File: config.mk
export PLATFORM = sky130hd
export DESIGN_NAME = dacc_core
export DESIGN_NICKNAME = d
export VERILOG_FILES = /design/src/rtl/dacc_pkg.sv /design/src/rtl/dacc_core.sv /design/src/rtl/dacc_round_clip.sv /design/src/rtl/dacc_shifter.sv
export SDC_FILE = /design/constraint.sdc
export NUM_CORES = 1
export LEC_CHECK = 0
export BUFFER_PORTS_ARGS = -buffer_cell sky130_fd_sc_hd__buf_2
export CORE_UTILIZATION = 59
export CTS_CLUSTER_DIAMETER = 150
export DETAILED_ROUTE_END_ITERATION = 10
export PLACE_DENSITY = 0.93
export SLEW_MARGIN = 20
export SYNTH_ARGS = -nofsm -noshare
export SYNTH_HDL_FRONTEND = slang
export SYNTH_SLANG_ARGS = --single-unit
File: constraint.sdc
create_clock -name mclk -period 6.2 [get_ports mclk]
set_clock_uncertainty 0.05 [all_clocks]
set_input_delay 0.62 -clock mclk [delete_from_list [all_inputs] [get_ports mclk]]
set_output_delay 0.62 -clock mclk [all_outputs]
set_load 0.005 [all_outputs]
File: src/rtl/dacc_pkg.sv
// Package for the accumulator datapath: widths, field positions, constants.
// Assumes a single core clock domain; shared by all design files.
package dacc_pkg;
	localparam int ACC_W = 40;                           // Accumulator width
	localparam int WORD_W = 16;                          // Data word width
	localparam int CFG_CLIP_EN_LO = 6;                   // Per-acc clip enables <7:6>
	localparam int CFG_CLIP_EN_HI = 7;
	localparam int CFG_CLIP_WIDTH = 4;                   // Clip width select <4>
	localparam int GUARD_LO = 32;                        // Guard bits 32..39
	localparam int GUARD_HI = 39;
	localparam logic [39:0] MAX_POS_40 = 40'h7FFFFFFFFF; // 9.31 max positive
	localparam logic [39:0] MAX_NEG_40 = 40'h8000000000; // 9.31 max negative
	localparam logic [39:0] MAX_POS_32 = 40'h007FFFFFFF; // 1.31 max positive
	localparam logic [39:0] MAX_NEG_32 = 40'hFF80000000; // 1.31 max negative
	localparam logic [15:0] LOW_HALF = 16'h8000;         // Rounding tie value
	localparam logic [15:0] WORD_MAX = 16'h7FFF;         // 1.15 max positive
	localparam logic [15:0] WORD_MIN = 16'h8000;         // 1.15 max negative
	localparam logic [15:0] PTR_STEP = 16'h0002;         // Write-back pointer step
	localparam logic [39:0] ACC_RESET = 40'h0000000000;  // Accumulator reset value
	localparam logic [15:0] PTR_RESET = 16'h0000;        // Pointer reset value
	// Write-back destination mode
	typedef enum logic [1:0] {DACC_WB_NONE, DACC_WB_DIRECT, DACC_WB_INDIRECT} dacc_wb_e;
	// Store source: non-target or target accumulator
	typedef enum logic {DACC_SRC_OTHER, DACC_SRC_TARGET} dacc_src_e;
endpackage

File: src/rtl/dacc_core.sv
// Accumulator datapath: 40-bit add/sub, overflow and clip flags, clip modes,
// write-back with rounding, data write clip and barrel shifter.
// Assumes the instruction decoder presents one operation per cycle.
// How it works
// RULE_01: 40-bit adder, zero input, carry or borrow
// RULE_02: Guard flag when bits 32..39 differ
// RULE_03: Guard flags recomputed on each adder pass
// RULE_04: Guard flag plus its enable raises trap
// RULE_05: Clip flags sticky, cleared only by software
// RULE_06: Clip off: flag records bit-39 wrap, traps
// RULE_07: Combined guard bit and combined clip bit
// RULE_08: Clip decision from result, flags, config bits
// RULE_09: 40-bit mode clips to 9.31 limits
// RULE_10: 32-bit mode clips to 1.31 limits
// RULE_11: 32-bit mode never sets guard flags
// RULE_12: Wrap mode: no clip, flag, optional trap
// RULE_13: Multiply-class writes rounded non-target high word
// RULE_14: Write-back direct or indirect with +2
// RULE_15: Stores round by mode or truncate
// RULE_16: Conventional round adds bit 15
// RULE_17: Convergent round ties use bit 16
// RULE_18: Plain store truncates, rounded variant rounds
// RULE_19: Store clip to 0x7FFF or 0x8000
// RULE_20: Clip off passes; accumulator never changed
// RULE_21: Signed shift amount, one cycle
// RULE_22: Shifter sources and X bus placement
// RULE_23: Each accumulator has own clip enable
// RULE_24: Only target accumulator flags update
module dacc_core
	import dacc_pkg::*;
(
	input wire logic mclk,                       // Core clock, 20 MHz
	input wire logic resetn,                     // Asynchronous reset, active low
	input wire logic [15:0] core_config_register, // Clip enables and clip width
	input wire logic first_guard_trap_enable,    // Trap on first guard overflow
	input wire logic second_guard_trap_enable,   // Trap on second guard overflow
	input wire logic wrap_trap_enable,           // Trap on bit-39 wrap
	input wire logic round_mode_select,          // 1 convergent rounding
	input wire logic store_clip_enable,          // Clip words written to data
	input wire logic add_valid,                  // Adder pass this cycle
	input wire logic target_sel,                 // 0 first, 1 second accumulator
	input wire logic subtract,                   // Subtract (complement, borrow)
	input wire logic zero_acc_in,                // Force zero on accumulator side
	input wire logic carry_in,                   // Carry (add) or borrow_n (sub)
	input wire logic [39:0] operand,             // Operand from multiplier/shifter
	input wire logic clr_first_clip,             // Software clear of first clip flag
	input wire logic clr_second_clip,            // Software clear of second clip flag
	input wire logic [1:0] wb_mode,              // Write-back mode, dacc_wb_e
	input wire logic wb_excluded_op,             // Multiply, negated, distance ops
	input wire logic store_valid,                // Store-accumulator request
	input wire logic store_round,                // Rounded store variant
	input wire logic ptr_load,                   // Load write-back pointer
	input wire logic [15:0] ptr_load_value,      // Value for pointer load
	input wire logic shift_valid,                // Shift request
	input wire logic shift_use_xbus,             // Shift source is X bus
	input wire logic shift_arith,                // Arithmetic right shift
	input wire logic signed [5:0] shift_amount,  // Signed amount
	input wire logic [15:0] xbus_rdata,          // X bus read data
	output logic [39:0] first_accumulator,       // Accumulator A
	output logic [39:0] second_accumulator,      // Accumulator B
	output logic first_guard_ovf_flag,           // Guard overflow, first
	output logic second_guard_ovf_flag,          // Guard overflow, second
	output logic first_clip_flag,                // Sticky clip, first
	output logic second_clip_flag,               // Sticky clip, second
	output logic either_guard_ovf_flag,          // OR of guard flags
	output logic either_clip_flag,               // OR of clip flags
	output logic arith_trap,                     // Arithmetic warning trap pulse
	output logic [15:0] writeback_pointer,       // Write-back pointer register
	output logic xbus_we,                        // X bus write strobe
	output logic [15:0] xbus_waddr,              // X bus write address
	output logic [15:0] xbus_wdata,              // X bus write data
	output logic [39:0] shift_result,            // Registered shifter result
	output logic [15:0] shift_result_word        // Registered 16-bit MCU result
);
	logic [39:0] acc_r [2], acc_nxt [2];  // Accumulators
	logic [1:0] gov_r, gov_nxt;          // Guard overflow flags
	logic [1:0] clip_r, clip_nxt;        // Sticky clip flags
	logic trap_r, trap_nxt;              // Trap pulse
	logic [15:0] ptr_r, ptr_nxt;         // Write-back pointer
	logic we_r, we_nxt;                  // X bus strobe
	logic [15:0] waddr_r, waddr_nxt;     // X bus address
	logic [15:0] wdata_r, wdata_nxt;     // X bus data
	logic [39:0] sh_r, sh_nxt;           // Shift result
	logic [40:0] sum;                    // Raw adder sum with carry out
	logic [39:0] a_in, b_in, res;        // Adder inputs, result
	logic ovf39, ovf31, guard_mix;       // Overflow conditions
	logic clip_on, width32;              // Target clip mode
	logic [15:0] st_word, wb_word;       // Rounded words
	logic [39:0] sh_comb;                // Shifter output
	dacc_wb_e wb_e;                      // Typed write-back mode

	// Store of the target accumulator, truncated or rounded
	dacc_round_clip u_store (
		.acc(acc_r[target_sel]),
		.round_en(store_round),          // RULE_18
		.round_mode_select(round_mode_select),
		.store_clip_enable(store_clip_enable),
		.word_out(st_word)
	);

	// Write-back of the non-target accumulator, always rounded
	dacc_round_clip u_wb (
		.acc(acc_r[~target_sel]),        // RULE_13
		.round_en(1'b1),                 // RULE_18
		.round_mode_select(round_mode_select),
		.store_clip_enable(store_clip_enable),
		.word_out(wb_word)
	);

	// Barrel shifter on the target accumulator or X bus
	dacc_shifter #(.W(ACC_W)) u_shift (
		.acc_in(acc_r[target_sel]),      // RULE_22
		.xbus_in(xbus_rdata),
		.use_xbus(shift_use_xbus),
		.arith(shift_arith),
		.amount(shift_amount),
		.result(sh_comb)
	);

	// Adder and overflow detection
	always_comb begin
		a_in = zero_acc_in ? 40'h0000000000 : acc_r[target_sel]; // RULE_01
		b_in = subtract ? ~operand : operand;                      // RULE_01
		// Borrow input active low on subtract: carry_in=1 means no borrow
		sum = {1'b0, a_in} + {1'b0, b_in} + {40'h0000000000, carry_in};
		res = sum[39:0];
		// Signed overflow out of bit 39
		ovf39 = (a_in[39] == b_in[39]) && (res[39] != a_in[39]);
		// Guard bits not all equal RULE_02
		guard_mix = (res[GUARD_HI:GUARD_LO] != 8'h00) && (res[GUARD_HI:GUARD_LO] != 8'hFF);
		// Bit 31 overflow: value out of 1.31 range, or sign destroyed
		ovf31 = ovf39 || !(res[39:31] == 9'h000 || res[39:31] == 9'h1FF);
		clip_on = core_config_register[CFG_CLIP_EN_LO + 32'(target_sel)]; // RULE_23
		width32 = core_config_register[CFG_CLIP_WIDTH];                   // RULE_08
	end

	// Accumulator and flag next state
	always_comb begin
		acc_nxt = acc_r;
		gov_nxt = gov_r;
		clip_nxt = clip_r;
		trap_nxt = 1'b0;
		// Software clears first, so a same-cycle set wins below
		if (clr_first_clip) clip_nxt[0] = 1'b0;   // RULE_05
		if (clr_second_clip) clip_nxt[1] = 1'b0;  // RULE_05
		if (add_valid) begin
			acc_nxt[target_sel] = res;
			// Only the target's flags move RULE_24
			gov_nxt[target_sel] = guard_mix && !(clip_on && width32); // RULE_03 RULE_11
			if (clip_on && !width32 && ovf39) begin
				// Sign of true result is inverse of wrapped bit 39
				acc_nxt[target_sel] = res[39] ? MAX_POS_40 : MAX_NEG_40; // RULE_09
				clip_nxt[target_sel] = 1'b1;
			end else if (clip_on && width32 && ovf31) begin
				// True sign: a_in sign when bit 39 wrapped, else result sign
				acc_nxt[target_sel] = (ovf39 ? a_in[39] : res[39]) ? MAX_NEG_32
					: MAX_POS_32; // RULE_10
				clip_nxt[target_sel] = 1'b1;
			end else if (!clip_on && ovf39) begin
				// Wrap allowed, sign lost RULE_12
				clip_nxt[target_sel] = 1'b1; // RULE_06
				trap_nxt = wrap_trap_enable;  // RULE_06
			end
			// Trap as a guard flag comes up with its enable RULE_04
			if (gov_nxt[target_sel] && !gov_r[target_sel]) begin
				if (target_sel ? second_guard_trap_enable : first_guard_trap_enable) begin
					trap_nxt = 1'b1;
				end
			end
		end
	end

	// Write-back, stores, pointer and shifter next state
	always_comb begin
		wb_e = dacc_wb_e'(wb_mode);
		ptr_nxt = ptr_r;
		we_nxt = 1'b0;
		waddr_nxt = waddr_r;
		wdata_nxt = wdata_r;
		sh_nxt = shift_valid ? sh_comb : sh_r; // RULE_21
		if (ptr_load) ptr_nxt = ptr_load_value;
		if (store_valid) begin
			// Store uses the current pointer as address
			we_nxt = 1'b1;
			waddr_nxt = ptr_r;
			wdata_nxt = st_word; // RULE_18
		end else if (!wb_excluded_op) begin
			case (wb_e)
				DACC_WB_DIRECT: begin
					ptr_nxt = wb_word; // RULE_14
				end
				DACC_WB_INDIRECT: begin
					we_nxt = 1'b1;
					waddr_nxt = ptr_r;
					wdata_nxt = wb_word;
					ptr_nxt = ptr_r + PTR_STEP; // RULE_14
				end
				default: begin
					ptr_nxt = ptr_load ? ptr_load_value : ptr_r;
				end
			endcase
		end
	end

	// Register all state except the combined bits
	always_ff @(posedge mclk or negedge resetn) begin
		if (!resetn) begin
			acc_r[0] <= ACC_RESET;
			acc_r[1] <= ACC_RESET;
			gov_r <= 2'h0;
			clip_r <= 2'h0;
			trap_r <= 1'b0;
			ptr_r <= PTR_RESET;
			we_r <= 1'b0;
			waddr_r <= 16'h0000;
			wdata_r <= 16'h0000;
			sh_r <= ACC_RESET;
		end else begin
			acc_r <= acc_nxt;
			gov_r <= gov_nxt;
			clip_r <= clip_nxt;
			trap_r <= trap_nxt;
			ptr_r <= ptr_nxt;
			we_r <= we_nxt;
			waddr_r <= waddr_nxt;
			wdata_r <= wdata_nxt;
			sh_r <= sh_nxt;
		end
	end

	// Outputs straight from flip-flops; combined bits kept registered too
	logic either_gov_r, either_clip_r;
	always_ff @(posedge mclk or negedge resetn) begin
		if (!resetn) begin
			either_gov_r <= 1'b0;
			either_clip_r <= 1'b0;
		end else begin
			either_gov_r <= |gov_nxt;   // RULE_07
			either_clip_r <= |clip_nxt; // RULE_07
		end
	end

	assign first_accumulator = acc_r[0];
	assign second_accumulator = acc_r[1];
	assign first_guard_ovf_flag = gov_r[0];
	assign second_guard_ovf_flag = gov_r[1];
	assign first_clip_flag = clip_r[0];
	assign second_clip_flag = clip_r[1];
	assign either_guard_ovf_flag = either_gov_r;
	assign either_clip_flag = either_clip_r;
	assign arith_trap = trap_r;
	assign writeback_pointer = ptr_r;
	assign xbus_we = we_r;
	assign xbus_waddr = waddr_r;
	assign xbus_wdata = wdata_r;
	assign shift_result = sh_r;
	assign shift_result_word = sh_r[31:16];
endmodule

File: src/rtl/dacc_round_clip.sv
// Round and data-space write clip for one accumulator store.
// Purely combinational; the caller registers the result.
module dacc_round_clip
	import dacc_pkg::*;
(
	input wire logic [39:0] acc,         // Source accumulator
	input wire logic round_en,           // Round (else truncate)
	input wire logic round_mode_select,  // 1 convergent, 0 conventional
	input wire logic store_clip_enable,  // Clip to 1.15 range
	output logic [15:0] word_out         // Word for the X bus
);
	logic [24:0] hi;  // Sign-extended high part, acc<39:15> wide enough
	logic inc;        // Increment request
	logic [24:0] sum; // Rounded value, 25 bits keeps overflow visible

	// Rounding and write clip; accumulator itself is never touched
	always_comb begin
		hi = acc[39:15];
		inc = 1'b0;
		if (round_en) begin
			inc = acc[15]; // RULE_16
			if (round_mode_select && acc[15:0] == LOW_HALF) begin
				inc = acc[16]; // RULE_17
			end
		end
		// Truncation simply drops the low word
		sum = {hi[24], hi[24:1]} + {24'h000000, inc}; // RULE_15
		word_out = sum[15:0];
		if (store_clip_enable) begin
			// Sign of the source, bit 39, decides direction
			if (!acc[39] && sum[24:15] != 10'h000) begin
				word_out = WORD_MAX; // RULE_19
			end else if (acc[39] && sum[24:15] != 10'h3FF) begin
				word_out = WORD_MIN; // RULE_19
			end
		end
		// Clip disabled: unmodified value passes RULE_20
	end
endmodule

File: src/rtl/dacc_shifter.sv
// 40-bit barrel shifter with signed amount, one cycle, combinational.
// Positive amount shifts right, negative left; zero passes through.
module dacc_shifter
	import dacc_pkg::*;
#(
	parameter int W = 40
) (
	input wire logic [W-1:0] acc_in,    // Accumulator source
	input wire logic [15:0] xbus_in,    // X bus source
	input wire logic use_xbus,          // Select X bus source
	input wire logic arith,             // Arithmetic right shift
	input wire logic signed [5:0] amount, // Signed amount, -16..+16
	output logic [W-1:0] result         // 40-bit result, bits 31..16 for MCU
);
	logic [W-1:0] src; // Operand after placement
	logic [4:0] mag;   // Shift magnitude
	always_comb begin
		mag = amount[5] ? 5'((~amount) + 6'sd1) : amount[4:0];
		if (use_xbus) begin
			// Right shifts see the word at 16..31, left at 0..15 RULE_22
			src = amount[5] ? {{(W-16){1'b0}}, xbus_in}
				: {{(W-32){xbus_in[15] & arith}}, xbus_in, 16'h0000};
		end else begin
			src = acc_in;
		end
		if (amount == 6'sd0) begin
			result = src; // RULE_21
		end else if (amount[5]) begin
			result = src << mag; // RULE_21
		end else if (arith) begin
			result = W'($signed(src) >>> mag);
		end else begin
			result = src >> mag;
		end
	end
endmodule

## Word level (Yosys, flattened, before mapping)

Cells that the tools add are included.

| word-level totals | value |
|---|---|
| output and inout port bits | 192 |
| latch bits | 0 |
| input bits | 117 |
| register bits | 176 |
| logic and storage cells | 150 |
| memory bits (writable) | 0 |
| memories | 0 |
| ROM bits | 0 |

| cells by class | value |
|---|---|
| multipliers | 0 |
| shifts and indexed selects | 3 |
| div/mod/pow operators | 0 |
| reductions and logical operators | 35 |
| magnitude comparators | 6 |
| equal/unequal tests | 11 |
| bitwise operators | 7 |
| add/subtract/negate cells | 7 |
| muxes and demuxes | 69 |

Operators with widths:

| operator | number |
|---|---|
| $mux 40 | 16 |
| $bwmux 80 | 3 |
| $mux 16 | 15 |
| $mux 80 | 2 |
| $add 24x2->25 | 2 |
| $add 40x1->40 | 1 |
| $add 40x40->40 | 1 |
| $demux 40 s1 | 1 |
| $not 40->40 | 1 |
| $shl 40x5->40 | 1 |
| $shr 40x5->40 | 1 |
| $sshr 40x5->40 | 1 |
| $eq 16x16->1 const B | 2 |
| $pmux 16 s2 | 1 |
| $mux 1 | 22 |
| $ne 10x10->1 const B | 2 |
| $reduce_bool 10->1 | 2 |
| $logic_and 1x1->1 | 17 |
| $add 16x2->16 const B | 1 |
| $mux 2 | 5 |
| $eq 9x9->1 const B | 1 |
| $logic_not 9->1 | 1 |
| $ne 8x8->1 const B | 1 |
| $reduce_bool 8->1 | 1 |
| other kinds (27) | 37 |

## Longest topological paths before layout

| depth | value |
|---|---|
| depth in word-level cells | 17 |
| depth in mapped cells | 30 |
| depth with buffers taken out | 20 |

## Cells and area by module

A second synthesis with hierarchy kept.

| unflattened totals | value |
|---|---|
| cells, all modules | 2349 |
| area, all modules | 19779.0 µm² |

Modules (own cells, without submodules):

| module | area an instance (µm²) | cells an instance | times used | sequential area each (µm²) |
|---|---|---|---|---|
| dacc_core | 11873.9 | 1288 | 1 | 4404.2 |
| dacc_shifter | 6538.8 | 855 | 1 | 0.0 |
| dacc_round_clip | 683.2 | 103 | 2 | 0.0 |

## Least setup slack after synthesis

No wires, ideal clock.

| timing | value |
|---|---|
| path type | input -> register |
| start point | input target_sel |
| end point | register wdata_r[0] (netlist: xbus_wdata[0]) |
| cell stages on the path | 28 |
| buffers on the path | 11 |
| arrival time | 6.035 ns |
| setup slack | -0.020 ns |
| cell sequence | buf_4 -> buf_6 -> buf_4 -> buf_2 -> buf_2 -> buf_2 -> buf_1 -> clkbuf_1 -> nor4_1 -> a41oi_1 -> nor3_1 -> nor3b_1 -> ha_1 -> ha_1 -> inv_1 -> a221oi_1 -> nand2_1 -> or2_2 -> clkbuf_1 -> or4b_1 -> clkbuf_1 -> or4_1 -> o21ai_0 -> a41oi_1 -> nand2b_1 -> clkbuf_1 -> a21oi_1 -> o31ai_1 |

| between the ends | value |
|---|---|
| cells in the longest elaborated chain, start to end | 17 |
| elaborated cells on any way between the ends | 37 |

Ends and longest elaborated chain:

| what | line | source |
|---|---|---|
| from (decl) | dacc_core.sv:41 | `input wire logic target_sel,` |
| $not 1->1 | dacc_core.sv:103 | `.acc(acc_r[~target_sel]),` |
| $not 1->2 | dacc_core.sv:103 |  |
| $mux 40 (not written as such) (3 in a row) | dacc_core.sv:103 |  |
| $eq 16x16->1 | dacc_round_clip.sv:22 | `if (round_mode_select && acc[15:0] == LOW_HALF) begin` |
| $logic_and 1x1->1 | dacc_round_clip.sv:22 |  |
| $mux 1 | dacc_round_clip.sv:22 |  |
| $add 24x2->25 | dacc_round_clip.sv:27 | `sum = {hi[24], hi[24:1]} + {24'h000000, inc};` |
| $ne 10x10->1 | dacc_round_clip.sv:33 | `end else if (acc[39] && sum[24:15] != 10'h3FF) begin` |
| $logic_and 1x1->1 | dacc_round_clip.sv:33 |  |
| $mux 16 | dacc_round_clip.sv:33 |  |
| $mux 16 | dacc_round_clip.sv:31 | `if (!acc[39] && sum[24:15] != 10'h000) begin` |
| $mux 16 | dacc_round_clip.sv:29 | `if (store_clip_enable) begin` |
| $mux 16 | dacc_core.sv:188 | `case (wb_e)` |
| $mux 16 | dacc_core.sv:187 | `end else if (!wb_excluded_op) begin` |
| $mux 16 * | dacc_core.sv:182 | `if (store_valid) begin` |
| to (signal assigned) | dacc_core.sv:226 | `wdata_r <= wdata_nxt;` |
| to (decl) | dacc_core.sv:82 | `logic [15:0] wdata_r, wdata_nxt;` |

Every way passes the cells marked *; elsewhere a longest branch is shown, timed or not. The select of a mux whose other input is x is not followed.
A chain may end at the register's enable or synchronous reset.

## Worst setup path after layout

| timing | value |
|---|---|
| start point | input target_sel |
| end point | register acc_r (netlist bit second_accumulator[12]) |

| between the ends | value |
|---|---|
| cells in the longest elaborated chain, start to end | 14 |
| elaborated cells on any way between the ends | 35 |

Ends and longest elaborated chain:

| what | line | source |
|---|---|---|
| $not 1->2 | n/a |  |
| $mux 40 (not written as such) (3 in a row) | dacc_core.sv:122 | `a_in = zero_acc_in ? 40'h0000000000 : acc_r[target_sel];` |
| $mux 40 | dacc_core.sv:122 |  |
| $add 40x40->40 | dacc_core.sv:125 | `sum = {1'b0, a_in} + {1'b0, b_in} + {40'h0000000000, carry_in};` |
| $add 40x1->40 | dacc_core.sv:125 |  |
| $eq 9x9->1 (tied with other cells) | dacc_core.sv:132 | `ovf31 = ovf39 \|\| !(res[39:31] == 9'h000 \|\| res[39:31] == 9'h1FF);` |
| $logic_or 1x1->1 or $logic_and 1x1->1 (tied branches) | dacc_core.sv:132, dacc_core.sv:128 |  |
| $logic_not 1->1 or $mux 1 (tied branches) | dacc_core.sv:132, dacc_core.sv:156 |  |
| $logic_or 1x1->1 or $mux 40 (tied branches) | dacc_core.sv:132, dacc_core.sv:156 |  |
| $logic_and 1x1->1 or $bwmux 80 (tied branches) | dacc_core.sv:154, dacc_core.sv:156 |  |
| $mux 80 | dacc_core.sv:154 | `end else if (clip_on && width32 && ovf31) begin` |
| $mux 80 * | dacc_core.sv:150 | `if (clip_on && !width32 && ovf39) begin` |
| to (signal assigned) | dacc_core.sv:219 | `acc_r <= acc_nxt;` |
| to (decl) | dacc_core.sv:75 | `logic [39:0] acc_r [2], acc_nxt [2];` |

Marked as above.

==> metrics.md <==
| Metric | Value |
|---|---|
| Area Overhead vs Synth | `14.5%` |
| CP peak stage delay | `0.61 ns` |
| H-tree levels | `4` |
| Core Area | `0.0316 mm²` |
| Resized cells post-CTS | `0` |
| Core occupancy in the finished layout | `68.7%` |
| First-pass GRT wire length | `122 mm` |
| I/O pins | `309` |
| Highest routed metal layer | `met5` |
| Hold Vio Cnt, Final | `0` |
| CP Class | `in2reg` |
| Worst-Margin Slew | `1.03 ns` |
| IO Port Bufs | `295` |
| Top FF cell, synth | `dfrtp_1` |
| Fmax | `0.174 GHz` |
| Die height | `181 µm` |
| Worst setup EP type | `register` |
| Syn Area/Cell | `7.45 µm²` |
| CP max-delay cell | `or4_4` |
| Largest net degree at the start of global routing | `114` |
| Clock Pin Slew Worst Setup and Hold Paths | `0.07 ns` |
| Area of the multi-input gates | `0.0135 mm²` |
| Post-Synthesis Cells | `2547` |
| WL final | `81.0 mm` |
| YS warnings | `0` |
| CP required | `6.54 ns` |
| GPL Wtd Cong | `1.10` |
| Largest area contributor in the netlist | `dfrtp_1` |
| Post-synth net total | `2712` |
| DRC viols | `0` |
| Synth cell count leaders | `342 x nand2_1, 335 x nor2_1, 252 x a21oi_1, 191 x o21ai_0, 176 x dfrtp_1` |
| # rows | `65` |
| Yosys cell types | `94` |
| CTS root buf | `clkbuf_16` |
| FILL cells | `2676` |
| Final setup viols | `0` |
| Die Wd | `181 µm` |
| Final period util | `92.9%` |
| Clock sink count | `176` |
| Die Area | `0.0329 mm²` |
| Layout cells sized above 1 | `20.2%` |
| Hold_buf cts | `0` |
| Overflow after GRT | `0` |
| Max_slew headroom | `30.5%` |
| Setup TNS | `0 ns` |
| Clock Latency Late Sink | `0.47 ns` |
| RSZ-0062 raised after global routing | `no` |
| Final ANT Viol Nets | `0` |
| P_leak | `0.00957 µW` |
| Largest delay share family, worst path | `simple AND/OR/NAND/NOR gates` |
| Met2 wire length | `35.1 mm` |
| Final #Nets | `2939` |
| Routed vias/inst | `7.01` |
| DR WL/cell | `25.4 µm` |
| Register area | `0.00440 mm²` |
| Critical-path cell list | `buf_4 > mux2i_1 > nor2_1 > ha_1 > a211oi_1 > o21ai_1 > a41oi_1 > a21oi_2 > nor4b_1 > nor4_1 > or3_1 > or4b_4 > or4_4 > a21oi_4 > buf_4 > nand2_1 > a21oi_2` |
| Count leader, synth | `nand2_1` |
| Clock Tree Buf Depth | `2` |
| CTS tree | `done` |
| Post-DP HPWL | `61.4 mm` |
| Crit path DAT | `6.10 ns` |
| Total Power | `8100 µW` |
| Post-synth top area share | `23.2%` |
| GRT Util Overall | `48.5%` |
| Critical Path Source Type | `primary input` |
| Critical path fanouts, max | `20` |
| Setup WS post-layout | `0.443 ns` |
| Initial drt markers | `3373` |
| VDD IR max | `0.251 mV` |
| EDFF count, synth | `0` |
| Vias in the first global route | `20600` |
| Synthesized area | `0.0190 mm²` |
| Pwr/cell area | `373 mW/mm²` |
| Initial antenna violation count | `5` |
| Starting density of the core | `60.0%` |
| Via count | `22400` |
| Outcome | `finished, final reports clean` |
| TritonCTS buffer count | `17` |
| 1st-pass router iterations | `7` |
| Place WS | `0.153 ns` |
| Metal-1 WL | `29.8 mm` |
| Setup bufs post-CTS | `0` |
| Part of the Yosys area used for sequential elements | `23.2%` |
| Top cells by area, synth | `dfrtp_1 23%, mux2i_1 7.2%, nand2_1 6.8%, a21oi_1 6.6%, nor2_1 6.6%` |
| Async S/R FF share, synth | `100%` |
| Hold Path Class | `in2async` |
| Buf/Inv on CP | `2` |
| Post-route minimum period | `5.76 ns` |
| Max-slew violations | `0` |
| Yosys reg bits | `176` |
| Total of max-cap violations | `0` |
| Metal3 WL | `9.97 mm` |
## logic make-up (layout without fill, tap and decap cells)
kind of cell	count (synthesis)	after routing	share of synthesized area, %
other cells	0	3	0
fa+ha+maj	48	48	3.24
compound gates	834	834	28.4
flops	176	176	23.2
simple gates	921	921	21.4
xor+xnor	118	118	5.45
mux	196	196	12.3
buf+inv	254	493	6.02
## power by group
| group | internal, µW | switching, µW |
|---|---|---|
| clock network | 639 | 517 |
| logic | 1890 | 3040 |
| registers | 1490 | 514 |
## state kept, by name (all words and copies together) (netlist names), named ones only
| signal | count |
|---|---|
| shift_result | 40 |
| xbus_we | 1 |
| clip_r | 2 |
| writeback_pointer | 16 |
| first_accumulator | 34 |
| gov_r | 2 |
| xbus_waddr | 16 |
| xbus_wdata | 16 |
| second_accumulator | 39 |
| arith_trap | 1 |
| either_clip_flag | 1 |
| either_guard_ovf_flag | 1 |
## routing by layer
layer	vias to the layer above	track usage [%]
met5	-	0
met4	2	32.2
met3	438	14.0
met2	1823	73.4
met1	10400	59.9
li1	9724	-
## metrics by stage
| step | cells | hold slack [ns] | instance area [µm²] |
|---|---|---|---|
| CTS | 3188 | 0.312 | 21700 |
| detailed placement | 3157 | 0.405 | 21100 |
| global placement | 3157 | 0.394 | 21100 |
| finish | 3191 | 0.244 | 21700 |
| global route | 3189 | 0.311 | 21700 |
| floorplan | 2547 | 0.274 | 19000 |
## path summary, 6_finish.rpt
check / startpoint / to / slack, ns / cells after the start
max: target_sel / second_accumulator[12] / 0.44 / 17
min: resetn / xbus_waddr[8] / 0.24 / 1
max reg2reg: first_accumulator[1] / second_accumulator[12] / 0.61 / 16
min reg2reg: xbus_waddr[11] / xbus_waddr[11] / 0.42 / 2
max in group asynchronous: resetn / second_accumulator[21] / 4.39 / 2
min in group mclk: ptr_load_value[10] / writeback_pointer[10] / 0.32 / 3
## placed cells by master (no fill, tap or decap), drive strengths merged, types with 11 or more instances in the layout
cell type and count:
o211ai 57, mux2 33, o2bb2ai 23, nand3 64, a2bb2oi 11, a31oi 35
nand2 342, mux2i 137, a21o 29, ha 46, o21ai 196, o22ai 14
nand2b 11, a221o 13, nor3 38, and2 20, xor2 67, a211oi 36
and3 18, clkbuf 18, mux4 26, o31ai 14, a221oi 15, nand4 15
nand3b 19, xnor2 51, a21oi 275, dfrtp 176, nor2 335, buf 416
inv 47, nor2b 11, o21a 14
## worst reg2reg max path, delay by kind of cell (launching register included)
kind                     cells  cell delay, ns
buffers and inverters        1            0.33
flip-flops                   1            0.44
AO/OA/AOI/OAI                6            1.68
AND/OR/NAND/NOR              7            2.24
adder cells (fa/ha/maj)      1            0.35
multiplexers                 1            0.43
## cell type report
cell class	count	area share [%]
flip-flops and latches	176	20.3
clock inverters	14	0.841
clock buffers	17	1.96
multi-input cells	2117	62.2
well taps	402	2.31
diodes	3	0.0346
inverters	45	0.777
repair buffers	417	11.6
No activity file was read; power rests on OpenSTA's default activity.
